**config.mk**
```make
export PLATFORM = sky130hd
export DESIGN_NAME = mis_irq_top
export DESIGN_NICKNAME = d
export VERILOG_FILES = /design/src/common/mis_pkg.sv /design/src/common/mis_rate_if.sv /design/src/rtl/mis_rate_div.sv /design/src/rtl/mis_irq_top.sv
export SDC_FILE = /design/constraint.sdc
export NUM_CORES = 1
export LEC_CHECK = 0
export BUFFER_PORTS_ARGS = -buffer_cell sky130_fd_sc_hd__buf_2
export CAP_MARGIN = 20
export CORE_ASPECT_RATIO = 0.9
export CORE_MARGIN = 5
export CORE_UTILIZATION = 37
export DETAILED_ROUTE_END_ITERATION = 12
export PLACE_DENSITY = 0.6
export SYNTH_ARGS = -nofsm -noshare
export SYNTH_HDL_FRONTEND = slang
export SYNTH_SLANG_ARGS = --single-unit
```
**constraint.sdc**
```tcl
create_clock -name clk_sys -period 2.4 [get_ports clk_sys]
set_input_delay 0 -clock clk_sys [delete_from_list [all_inputs] [get_ports clk_sys]]
set_output_delay 0 -clock clk_sys [all_outputs]
set_load 0.03 [all_outputs]
```
**src/common/mis_pkg.sv**
```systemverilog
/*
 * Constants for the metering interrupt and waveform-select block: register
 * offsets, field positions, reset values and divider figures.
 * Assumes a serial port front end that decodes register addresses.
 */
// Operation
// - Waveform register updates at master clock over 128, 256, 512 or 1024.
// - Mode bits 14:13 pick power, channel 1 or channel 2; 01 reserved.
// - Every interrupt event sets its status flag high.
// - A set flag with its enable bit drives the request output low.
// - Energy half-full flag sets on a rising energy register top bit.
// - Line dip flag sets on a voltage sag or missing zero crossings.
// - In calibration mode the line dip flag also marks integration end.
// - Waveform sample flag sets whenever the waveform register is loaded.
// - Status bit 4 follows the live zero-crossing state.
// - Temperature ready flag sets when a conversion result is available.
// - Energy overflow flag sets when the energy accumulator overflows.
// - Calibration mode bit 7 set to one enters calibration mode.
package mis_pkg;

    // Register bus geometry.
    localparam int unsigned ADDR_W = 5;
    localparam int unsigned DATA_W = 16;
    localparam int unsigned WAVE_W = 20;

    // Register offsets.
    localparam logic [4:0] OFS_FLAGS     = 5'h04;
    localparam logic [4:0] OFS_FLAGS_CLR = 5'h05;
    localparam logic [4:0] OFS_MODE      = 5'h06;
    localparam logic [4:0] OFS_ENABLES   = 5'h0a;

    // Reset values.
    localparam logic [15:0] MODE_RST    = 16'h0000;
    localparam logic [7:0]  ENABLES_RST = 8'h00;

    // Operating mode fields.
    localparam int unsigned MODE_CAL_BIT  = 7;
    localparam int unsigned MODE_RATE_LO  = 11;
    localparam int unsigned MODE_SRC_LO   = 13;
    localparam int unsigned MODE_TEST_BIT = 15;

    // Interrupt flag positions.
    localparam int unsigned FLG_HALF_FULL = 0;
    localparam int unsigned FLG_LINE_DIP  = 1;
    localparam int unsigned FLG_WAVE_SMP  = 3;
    localparam int unsigned FLG_ZERO_X    = 4;
    localparam int unsigned FLG_TEMP_RDY  = 5;
    localparam int unsigned FLG_OVERFLOW  = 7;
    localparam logic [7:0]  FLG_STICKY    = 8'hab;
    localparam logic [7:0]  FLG_RST       = 8'h00;

    // Waveform rate divider: the smallest ratio is 128, each code doubles it.
    localparam int unsigned RATE_DIV_W    = 10;
    localparam logic [9:0]  RATE_TC_128   = 10'h07f;
    localparam logic [9:0]  RATE_TC_256   = 10'h0ff;
    localparam logic [9:0]  RATE_TC_512   = 10'h1ff;
    localparam logic [9:0]  RATE_TC_1024  = 10'h3ff;

    typedef enum logic [1:0] {
        MIS_SRC_POWER = 2'b00,
        MIS_SRC_RSVD  = 2'b01,
        MIS_SRC_CH1   = 2'b10,
        MIS_SRC_CH2   = 2'b11
    } mis_src_t;

endpackage

```
**src/common/mis_rate_if.sv**
```systemverilog
/*
 * Carrier between the top level and the waveform rate divider.
 * Assumes both ends run on clk_sys.
 */
`timescale 1ns/1ps
interface mis_rate_if;
    logic [1:0] rate_sel;
    logic       tick;

    modport ctrl (output rate_sel, input tick);
    modport div  (input rate_sel, output tick);
endinterface

```
**src/rtl/mis_rate_div.sv**
```systemverilog
/*
 * Waveform rate divider: a one-cycle tick every 128, 256, 512 or 1024 clocks.
 * Assumes clk_sys is the master clock and rate_sel is stable between writes.
 */
`timescale 1ns/1ps
module mis_rate_div (
    // Clock and reset
    input wire logic clk_sys,
    input wire logic rst,
    // Rate select and tick
    mis_rate_if.div  rif
);

    logic [9:0] cnt_q;
    logic [9:0] term;

    always_comb begin
        case (rif.rate_sel)
            2'b00:   term = mis_pkg::RATE_TC_128;
            2'b01:   term = mis_pkg::RATE_TC_256;
            2'b10:   term = mis_pkg::RATE_TC_512;
            default: term = mis_pkg::RATE_TC_1024;
        endcase
    end

    // A ratio change takes effect at once; a count already past the new
    // terminal value is cleared to zero on the next clock, with no tick.
    always_ff @(posedge clk_sys or posedge rst) begin
        if (rst) begin
            cnt_q <= 10'h000;
        end else if (cnt_q >= term) begin
            cnt_q <= 10'h000;
        end else begin
            cnt_q <= cnt_q + 10'h001;
        end
    end

    assign rif.tick = (cnt_q == term);

endmodule

```
**src/rtl/mis_irq_top.sv**
```systemverilog
/*
 * Interrupt flags, enables, request output and waveform source and rate
 * selection of the metering device.
 * Assumes the serial front end delivers decoded single-cycle register reads
 * and writes on clk_sys, and that all event inputs come from logic on clk_sys.
 * Assumes an outside pull-up on the request pin, which is only ever driven low.
 */
`timescale 1ns/1ps
module mis_irq_top (
    // Clock and reset
    input  wire logic        clk_sys,
    input  wire logic        rst,
    // Register access from the serial front end
    input  wire logic [4:0]  reg_addr,
    input  wire logic        reg_wr,
    input  wire logic        reg_rd,
    input  wire logic [15:0] reg_wdata,
    output logic      [15:0] reg_rdata,
    output logic             reg_rvalid,
    // Event sources
    input  wire logic        energy_msb,
    input  wire logic        energy_ovf,
    input  wire logic        sag_evt,
    input  wire logic        no_zx_evt,
    input  wire logic        cal_end_evt,
    input  wire logic        zero_cross_state,
    input  wire logic        temp_done,
    // Waveform sources
    input  wire logic [19:0] power_lowpass_filter,
    input  wire logic [19:0] ch1_sample,
    input  wire logic [19:0] ch2_sample,
    output logic      [19:0] waveform_q,
    // Mode outputs
    output logic             calibration_mode,
    output logic             factory_test_mode,
    // Open-drain interrupt request
    output logic             irq_o,
    output logic             irq_oe_n
);

    logic [15:0] mode_q;
    logic [7:0]  enables_q;
    logic [7:0]  flags_q;
    logic [7:0]  flags_view;
    logic [7:0]  set_vec;
    logic [7:0]  clr_vec;
    logic        msb_q;
    logic        wave_load;
    logic        irq_oe_n_q;
    logic [15:0] rdata_q;
    logic        rvalid_q;
    logic [19:0] wave_q;
    logic [19:0] wave_sel;
    logic [1:0]  src_bits;
    logic [15:0] mode_d;
    logic [7:0]  enables_d;
    logic [7:0]  flags_d;
    logic [15:0] rdata_d;
    logic        irq_oe_n_d;
    logic        wr_mode;
    logic        wr_enables;
    logic        rd_clear;

    mis_pkg::mis_src_t src_sel;

    mis_rate_if rate_bus ();

    mis_rate_div u_rate_div (
        .clk_sys (clk_sys),
        .rst     (rst),
        .rif     (rate_bus)
    );

    assign rate_bus.rate_sel = mode_q[mis_pkg::MODE_RATE_LO +: 2];

    // Register strobes; the two status offsets are read-only and ignore writes.
    assign wr_mode    = reg_wr && (reg_addr == mis_pkg::OFS_MODE);
    assign wr_enables = reg_wr && (reg_addr == mis_pkg::OFS_ENABLES);
    assign rd_clear   = reg_rd && (reg_addr == mis_pkg::OFS_FLAGS_CLR);

    // Operating mode and enable registers.
    always_comb begin
        mode_d = mode_q;
        if (wr_mode) begin
            mode_d = reg_wdata;
        end
    end

    always_ff @(posedge clk_sys or posedge rst) begin
        if (rst) begin
            mode_q <= mis_pkg::MODE_RST;
        end else begin
            mode_q <= mode_d;
        end
    end

    always_comb begin
        enables_d = enables_q;
        if (wr_enables) begin
            enables_d = reg_wdata[7:0];
        end
    end

    always_ff @(posedge clk_sys or posedge rst) begin
        if (rst) begin
            enables_q <= mis_pkg::ENABLES_RST;
        end else begin
            enables_q <= enables_d;
        end
    end

    assign calibration_mode  = mode_q[mis_pkg::MODE_CAL_BIT];
    // The test setting is only reported outward; the host must keep it clear.
    assign factory_test_mode = mode_q[mis_pkg::MODE_TEST_BIT];

    // Waveform source selection.
    assign src_bits = mode_q[mis_pkg::MODE_SRC_LO +: 2];
    assign src_sel  = mis_pkg::mis_src_t'(src_bits);

    always_comb begin
        case (src_sel)
            mis_pkg::MIS_SRC_POWER: wave_sel = power_lowpass_filter;
            mis_pkg::MIS_SRC_CH1:   wave_sel = ch1_sample;
            mis_pkg::MIS_SRC_CH2:   wave_sel = ch2_sample;
            default:                wave_sel = wave_q;
        endcase
    end

    // The reserved source code freezes the register, so no sample flag is
    // raised for data that did not change.
    assign wave_load = rate_bus.tick && (src_sel != mis_pkg::MIS_SRC_RSVD);

    always_ff @(posedge clk_sys or posedge rst) begin
        if (rst) begin
            wave_q <= 20'h00000;
        end else if (wave_load) begin
            wave_q <= wave_sel;
        end
    end

    assign waveform_q = wave_q;

    // Edge detect of the energy register top bit.
    always_ff @(posedge clk_sys or posedge rst) begin
        if (rst) begin
            msb_q <= 1'b0;
        end else begin
            msb_q <= energy_msb;
        end
    end

    // Event set vector; bit 4 is live and never latched.
    always_comb begin
        set_vec = 8'h00;
        set_vec[mis_pkg::FLG_HALF_FULL] = energy_msb && !msb_q;
        set_vec[mis_pkg::FLG_LINE_DIP]  = sag_evt || no_zx_evt
                                          || (calibration_mode && cal_end_evt);
        set_vec[mis_pkg::FLG_WAVE_SMP]  = wave_load;
        set_vec[mis_pkg::FLG_TEMP_RDY]  = temp_done;
        set_vec[mis_pkg::FLG_OVERFLOW]  = energy_ovf;
    end

    // Only the flags seen by the clearing read are cleared.
    assign clr_vec = rd_clear ? flags_q : 8'h00;

    // A new event in the clearing cycle survives because set wins.
    always_comb begin
        flags_d = flags_q & ~clr_vec;
        flags_d = flags_d | set_vec;
        flags_d = flags_d & mis_pkg::FLG_STICKY;
    end

    always_ff @(posedge clk_sys or posedge rst) begin
        if (rst) begin
            flags_q <= mis_pkg::FLG_RST;
        end else begin
            flags_q <= flags_d;
        end
    end

    always_comb begin
        flags_view = flags_q;
        flags_view[mis_pkg::FLG_ZERO_X] = zero_cross_state;
    end

    // Request pin: driven low while any enabled flag stands.
    assign irq_oe_n_d = ~(|(flags_view & enables_q));

    always_ff @(posedge clk_sys or posedge rst) begin
        if (rst) begin
            irq_oe_n_q <= 1'b1;
        end else begin
            irq_oe_n_q <= irq_oe_n_d;
        end
    end

    assign irq_o    = 1'b0;
    assign irq_oe_n = irq_oe_n_q;

    // Register read path, one cycle after the strobe.
    always_comb begin
        case (reg_addr)
            mis_pkg::OFS_FLAGS:     rdata_d = {8'h00, flags_view};
            mis_pkg::OFS_FLAGS_CLR: rdata_d = {8'h00, flags_view};
            mis_pkg::OFS_MODE:      rdata_d = mode_q;
            mis_pkg::OFS_ENABLES:   rdata_d = {8'h00, enables_q};
            default:                rdata_d = 16'h0000;
        endcase
    end

    always_ff @(posedge clk_sys or posedge rst) begin
        if (rst) begin
            rdata_q <= 16'h0000;
        end else if (reg_rd) begin
            rdata_q <= rdata_d;
        end
    end

    always_ff @(posedge clk_sys or posedge rst) begin
        if (rst) begin
            rvalid_q <= 1'b0;
        end else begin
            rvalid_q <= reg_rd;
        end
    end

    assign reg_rdata  = rdata_q;
    assign reg_rvalid = rvalid_q;

endmodule

```
== After elaboration in Yosys (flattened, before gate mapping) ==
Index checks and enable logic that the tools add are counted.

* Register bits after elaboration: 78

* Add/subtract/negate cells: 1
* $lt $le $gt $ge: 1
* Equal/unequal tests: 10
* Muxes and demuxes: 5
* Bitwise gates (word level): 5
* Reductions and logical operators: 15

{| class="wikitable"
|+ Operators with widths
! cell !! count
|-
| $pmux 20 s3 || 1
|-
| $pmux 16 s3 || 1
|-
| $pmux 10 s3 || 1
|-
| $and 8x8->8 || 2
|-
| $eq 5x3->1 const B || 3
|-
| $add 10x1->10 const B || 1
|-
| $eq 10x10->1 || 1
|-
| $ge 10x10->1 || 1
|-
| $mux 10 || 1
|-
| $mux 8 || 1
|-
| $not 8->8 || 1
|-
| $or 8x8->8 || 1
|-
| $reduce_or 8->1 || 1
|-
| $eq 2x2->1 const B || 3
|-
| $logic_and 1x1->1 || 6
|-
| $eq 5x4->1 const B || 1
|-
| $logic_not 2->1 || 2
|-
| $reduce_bool 3->1 || 1
|-
| $eq 2x1->1 const B || 1
|-
| $logic_or 1x1->1 || 2
|-
| $ne 2x1->1 const B || 1
|-
| $reduce_and 2->1 || 1
|-
| $reduce_or 2->1 || 1
|-
| $logic_not 1->1 || 1
|-
| $not 1->1 || 1
|}

== Longest topological paths before layout ==
* Word-level depth: 6
* Depth in mapped cells: 7

== Hierarchy ==
A second synthesis with hierarchy kept.

* Cells, all modules: 326
* Area, all modules: 3,788.6 µm²

{| class="wikitable"
|+ Modules (own cells, without submodules)
! module !! instances !! cells an instance !! area an instance (µm²)
|-
| mis_irq_top || 1 || 271 || 3,221.8
|-
| mis_rate_div || 1 || 55 || 566.8
|}

== Least setup slack after synthesis ==
Ideal clock, no wire load.

* Path kind: flip-flop to flip-flop
* From: register mode_q[12]
* To: register wave_q[0], in the netlist waveform_q[0]
* Arrival time: 1,611 ps
* Required time: 2,275 ps
* Slack: 664 ps
* Stages on the path, launching flop included: 8
* Path buffers: 1
* Cell sequence: dfrtp_1 inv_1 ha_1 and3_1 nand3_2 or2_4 buf_6 mux2_4

* Word-level cells in the longest chain between the ends: 5
* Elaborated cells between the ends (all ways): 7

{| class="wikitable"
|+ Ends and longest elaborated chain
! element !! RTL line !! source
|-
| from (decl) || mis_irq_top.sv:41 || <nowiki>logic [15:0] mode_q;</nowiki>
|-
| from (signal assigned) || mis_irq_top.sv:91 || <nowiki>mode_q <= mis_pkg::MODE_RST;</nowiki>
|-
| from (signal assigned) || mis_irq_top.sv:93 || <nowiki>mode_q <= mode_d;</nowiki>
|-
| $eq 2x2->1, or another cell as far along || mis_rate_div.sv:18 || <nowiki>case (rif.rate_sel)</nowiki>
|-
| $pmux 10 s3 (*) || mis_rate_div.sv:18 ||
|-
| $eq 10x10->1 (*) || mis_rate_div.sv:38 || <nowiki>assign rif.tick = (cnt_q == term);</nowiki>
|-
| $logic_and 1x1->1 (*) || mis_irq_top.sv:131 || <nowiki>assign wave_load = rate_bus.tick && (src_sel != mis_pkg::MIS_SRC_RSVD);</nowiki>
|-
| $reduce_and 2->1 (no line) (*) || -- ||
|-
| to (signal assigned) || mis_irq_top.sv:137 || <nowiki>wave_q <= wave_sel;</nowiki>
|-
| to (decl) || mis_irq_top.sv:52 || <nowiki>logic [19:0] wave_q;</nowiki>
|}

Every way passes the cells marked *; elsewhere a longest branch is shown, timed or not.
A chain may end at the register's enable or synchronous reset.

== Worst setup path in the final report ==
* From: register mode_q[12]
* To: register wave_q[5], in the netlist waveform_q[5]

The elaborated chain is that of the path after synthesis.

==> results_dict.tcl <==
set metrics [dict create \
    stdcell_area_sq_um 5079 \
    p_sw_mw 0.9432 \
    p_seq_share_pct 42.9 \
    grt_pass1_wl_microns 13980 \
    finalSetupViolCount 0 \
    cts_setup_buffers 0 \
    nets 570 \
    cts_buffer_depth 2 \
    drive_gt1_share_pct 44.26 \
    cp.arrival_ns 2.13 \
    synthArstFlopShare_pct 100.0 \
    hold_ws_ns 0.04832 \
    io_buffer_count 131 \
    switching_share_pct 26.97 \
    path_clk_slew_ns 0.06 \
    gr-total-overflow 0 \
    tightest_slew_ns 0.6959 \
    postLayoutCoreUtil_pct 51.91 \
    fin_crit_ns 1.917 \
    cts_buffers 9 \
    antenna_left 0 \
    hold_viol 0 \
    powerDensity_nw_per_um2 688.5 \
    grt_max_degree 43 \
    ios 133 \
    synth_edf_count 0 \
    period_share_pct 79.88 \
    skew_ns 0.006422 \
    ys.flop_type "dfrtp_1" \
    syn_area_per_cell_sq_um 11.82 \
    synth_most_common_cell "dfrtp_1" \
    p_leak_nw 2.572 \
    drv_cap 0 \
    post_cts_resized 0 \
    slew-limit-headroom_pct 53.61 \
    place_area_sq_um 4541 \
    row_count 34 \
    timing.fmax_ghz 0.5216 \
    core_area_sq_um 9784 \
    via_per_inst 4.828 \
    synthCells 318 \
    pwr-share-comb_pct 18.4 \
    path_max_fanout 21 \
    end_kind "register" \
    drtIter0Drc 50 \
    fillers 918 \
    synth_top_cell_area_share_pct 51.25 \
    ir_worst_vdd_v 0.0003664 \
    required_ns 2.62 \
    synthTopCellsByCount "dfrtp_1 (77), nor2_1 (32), mux2_2 (31), a21oi_1 (22), mux2i_1 (20)" \
    htreeDepth 3 \
    yosysUniqueCellTypes 35 \
    mappedNetlistNets 414 \
    grt_usage_pct 14.26 \
    post-route-drc-count 0 \
    power.internal_mw 2.553 \
    cts_tree "built" \
    outcome "complete, no violations" \
    crit_type "register to register" \
    wire_per_inst_microns 14.60 \
    syn_area_sq_um 3760 \
    via_count 2921 \
    first_pass_iters 4 \
    synth_top_area_cell "dfrtp_1" \
    areaGrowthSynthToFinish_pct 35.07 \
    synthTopCellsByArea "dfrtp_1 (51%), mux2_2 (9.3%), mux2_4 (7.6%)" \
    rsz0062_at_grt "false" \
    power_frac_clock_pct 38.7 \
    yosysWarnings 0 \
    hp-class "primary input to register" \
    grt_antenna_before_repair 0 \
    die_h_microns 105.6 \
    die_w_microns 116.3 \
    initial_core_util_pct 38.43 \
    die_area_sq_um 12280 \
    cts_sinks 78 \
    tns_ns 0 \
    root_buffer "clkbuf_16" \
    gp_congestion 0.7736 \
    clock_latency_ns 0.33 \
    drv_slew 0 \
    start_kind "register" \
    hpwlAfterDp_microns 6495 \
    wl_microns 8835 \
    synth_seq_area_share_pct 51.95 \
    synth_seq_cells 78 \
    antenna_cells 0 \
    grt_pass1_vias 2994 \
]
layout by cell type (no fill, tap or decap), drive strengths merged, types with 4 or more instances in the layout:
cell         netlist  routed
xor2               6       6
a21oi             22      22
a22oi              4       4
mux2i             20      20
clkbuf            11      10
inv               15      16
and3               5       5
dfrtp             77      77
mux2              50      50
nor2              32      32
a22o              12      12
buf                7     139
o21ai             10      10
nand3              7       7
nand2             16      16
ha                 4       4
dlygate4sd3        0      24
area by class of cell:
class                      count  area [sq um]  area share [%]
timing repair buffer         163         955.9           18.82
multi-input combinational    207          1657           32.62
clock buffer                  10         229.0           4.509
inverter                      15         57.56           1.133
sequential                    78          1953           38.46
tap                          126         157.7           3.104
clock inverter                 6         68.82           1.355
worst max-delay path, stage by stage, from the launching register on:
cell and delay, ns:
dfrtp_1 0.39, inv_1 0.06, ha_1 0.31, and3_1 0.20, nand3_2 0.08, or2_4 0.37, mux2_2 0.38
sequential cells by signal (all words and copies together), names as in the netlist:
signal and count:
reg_rdata 16, irq_oe_n 1, waveform_q 20, flags_q 5, u_rate_div.cnt_q 10, msb_q 1, enables_q 8, mode_q 16
reg_rvalid 1
what timing repair did:
item,in CTS,in global routing
endpoints found under the setup margin,0,0
hold endpoints to repair,64,0
hold buffers,24,0
cell families after synthesis:
family / after synthesis / synth area share (%)
flip-flops: 78 / 51.95
multiplexers: 70 / 22.20
AND/OR/NAND/NOR: 69 / 9.351
AO/OA/AOI/OAI: 56 / 9.451
buffers and inverters: 33 / 3.993
XOR/XNOR: 7 / 1.631
adder cells (fa/ha/maj): 4 / 1.331
other: 1 / 0.09974
through the flow:
stage          power, mW  setup WS [ns]  std cells
2_1_floorplan      1.940         0.4066        318
3_3_place_gp       2.133         0.5220        565
3_5_place_dp       2.146         0.4665        565
4_1_cts            3.543         0.4526        605
5_1_grt            3.663         0.3516        605
6_report           3.496         0.4828        605
metal layers:
layer,up-vias,global-route usage [%],share of wire (%)
met5,-,0,0
met4,0,4.060,0.95
met3,9,3.897,7.3
met2,88,24.14,49
met1,1396,17.77,43
li1,1428,-,-
power by group through the flow:
stage	Clock (mW)	Sequential (mW)	Combinational [mW]
5_1_grt	1.43	1.52	0.714
4_1_cts	1.39	1.50	0.653
3_3_place_gp	0	1.52	0.611
3_5_place_dp	0	1.52	0.621
6_report	1.35	1.50	0.642
2_1_floorplan	0	1.58	0.356
worst paths after layout:
path | startpoint | end | slack [ns] | cells after the start
worst max-delay path | mode_q[12] | waveform_q[5] | 0.48 | 6
worst min-delay path | reg_addr[0] | reg_rdata[2] | 0.05 | 4
worst max register to register | mode_q[12] | waveform_q[5] | 0.48 | 6
worst min register to register | msb_q | flags_q[0] | 0.42 | 1
max in group asynchronous | rst | irq_oe_n | 1.32 | 4
min in group asynchronous | rst | waveform_q[1] | 0.29 | 3
(Power assumes the default switching activity.)
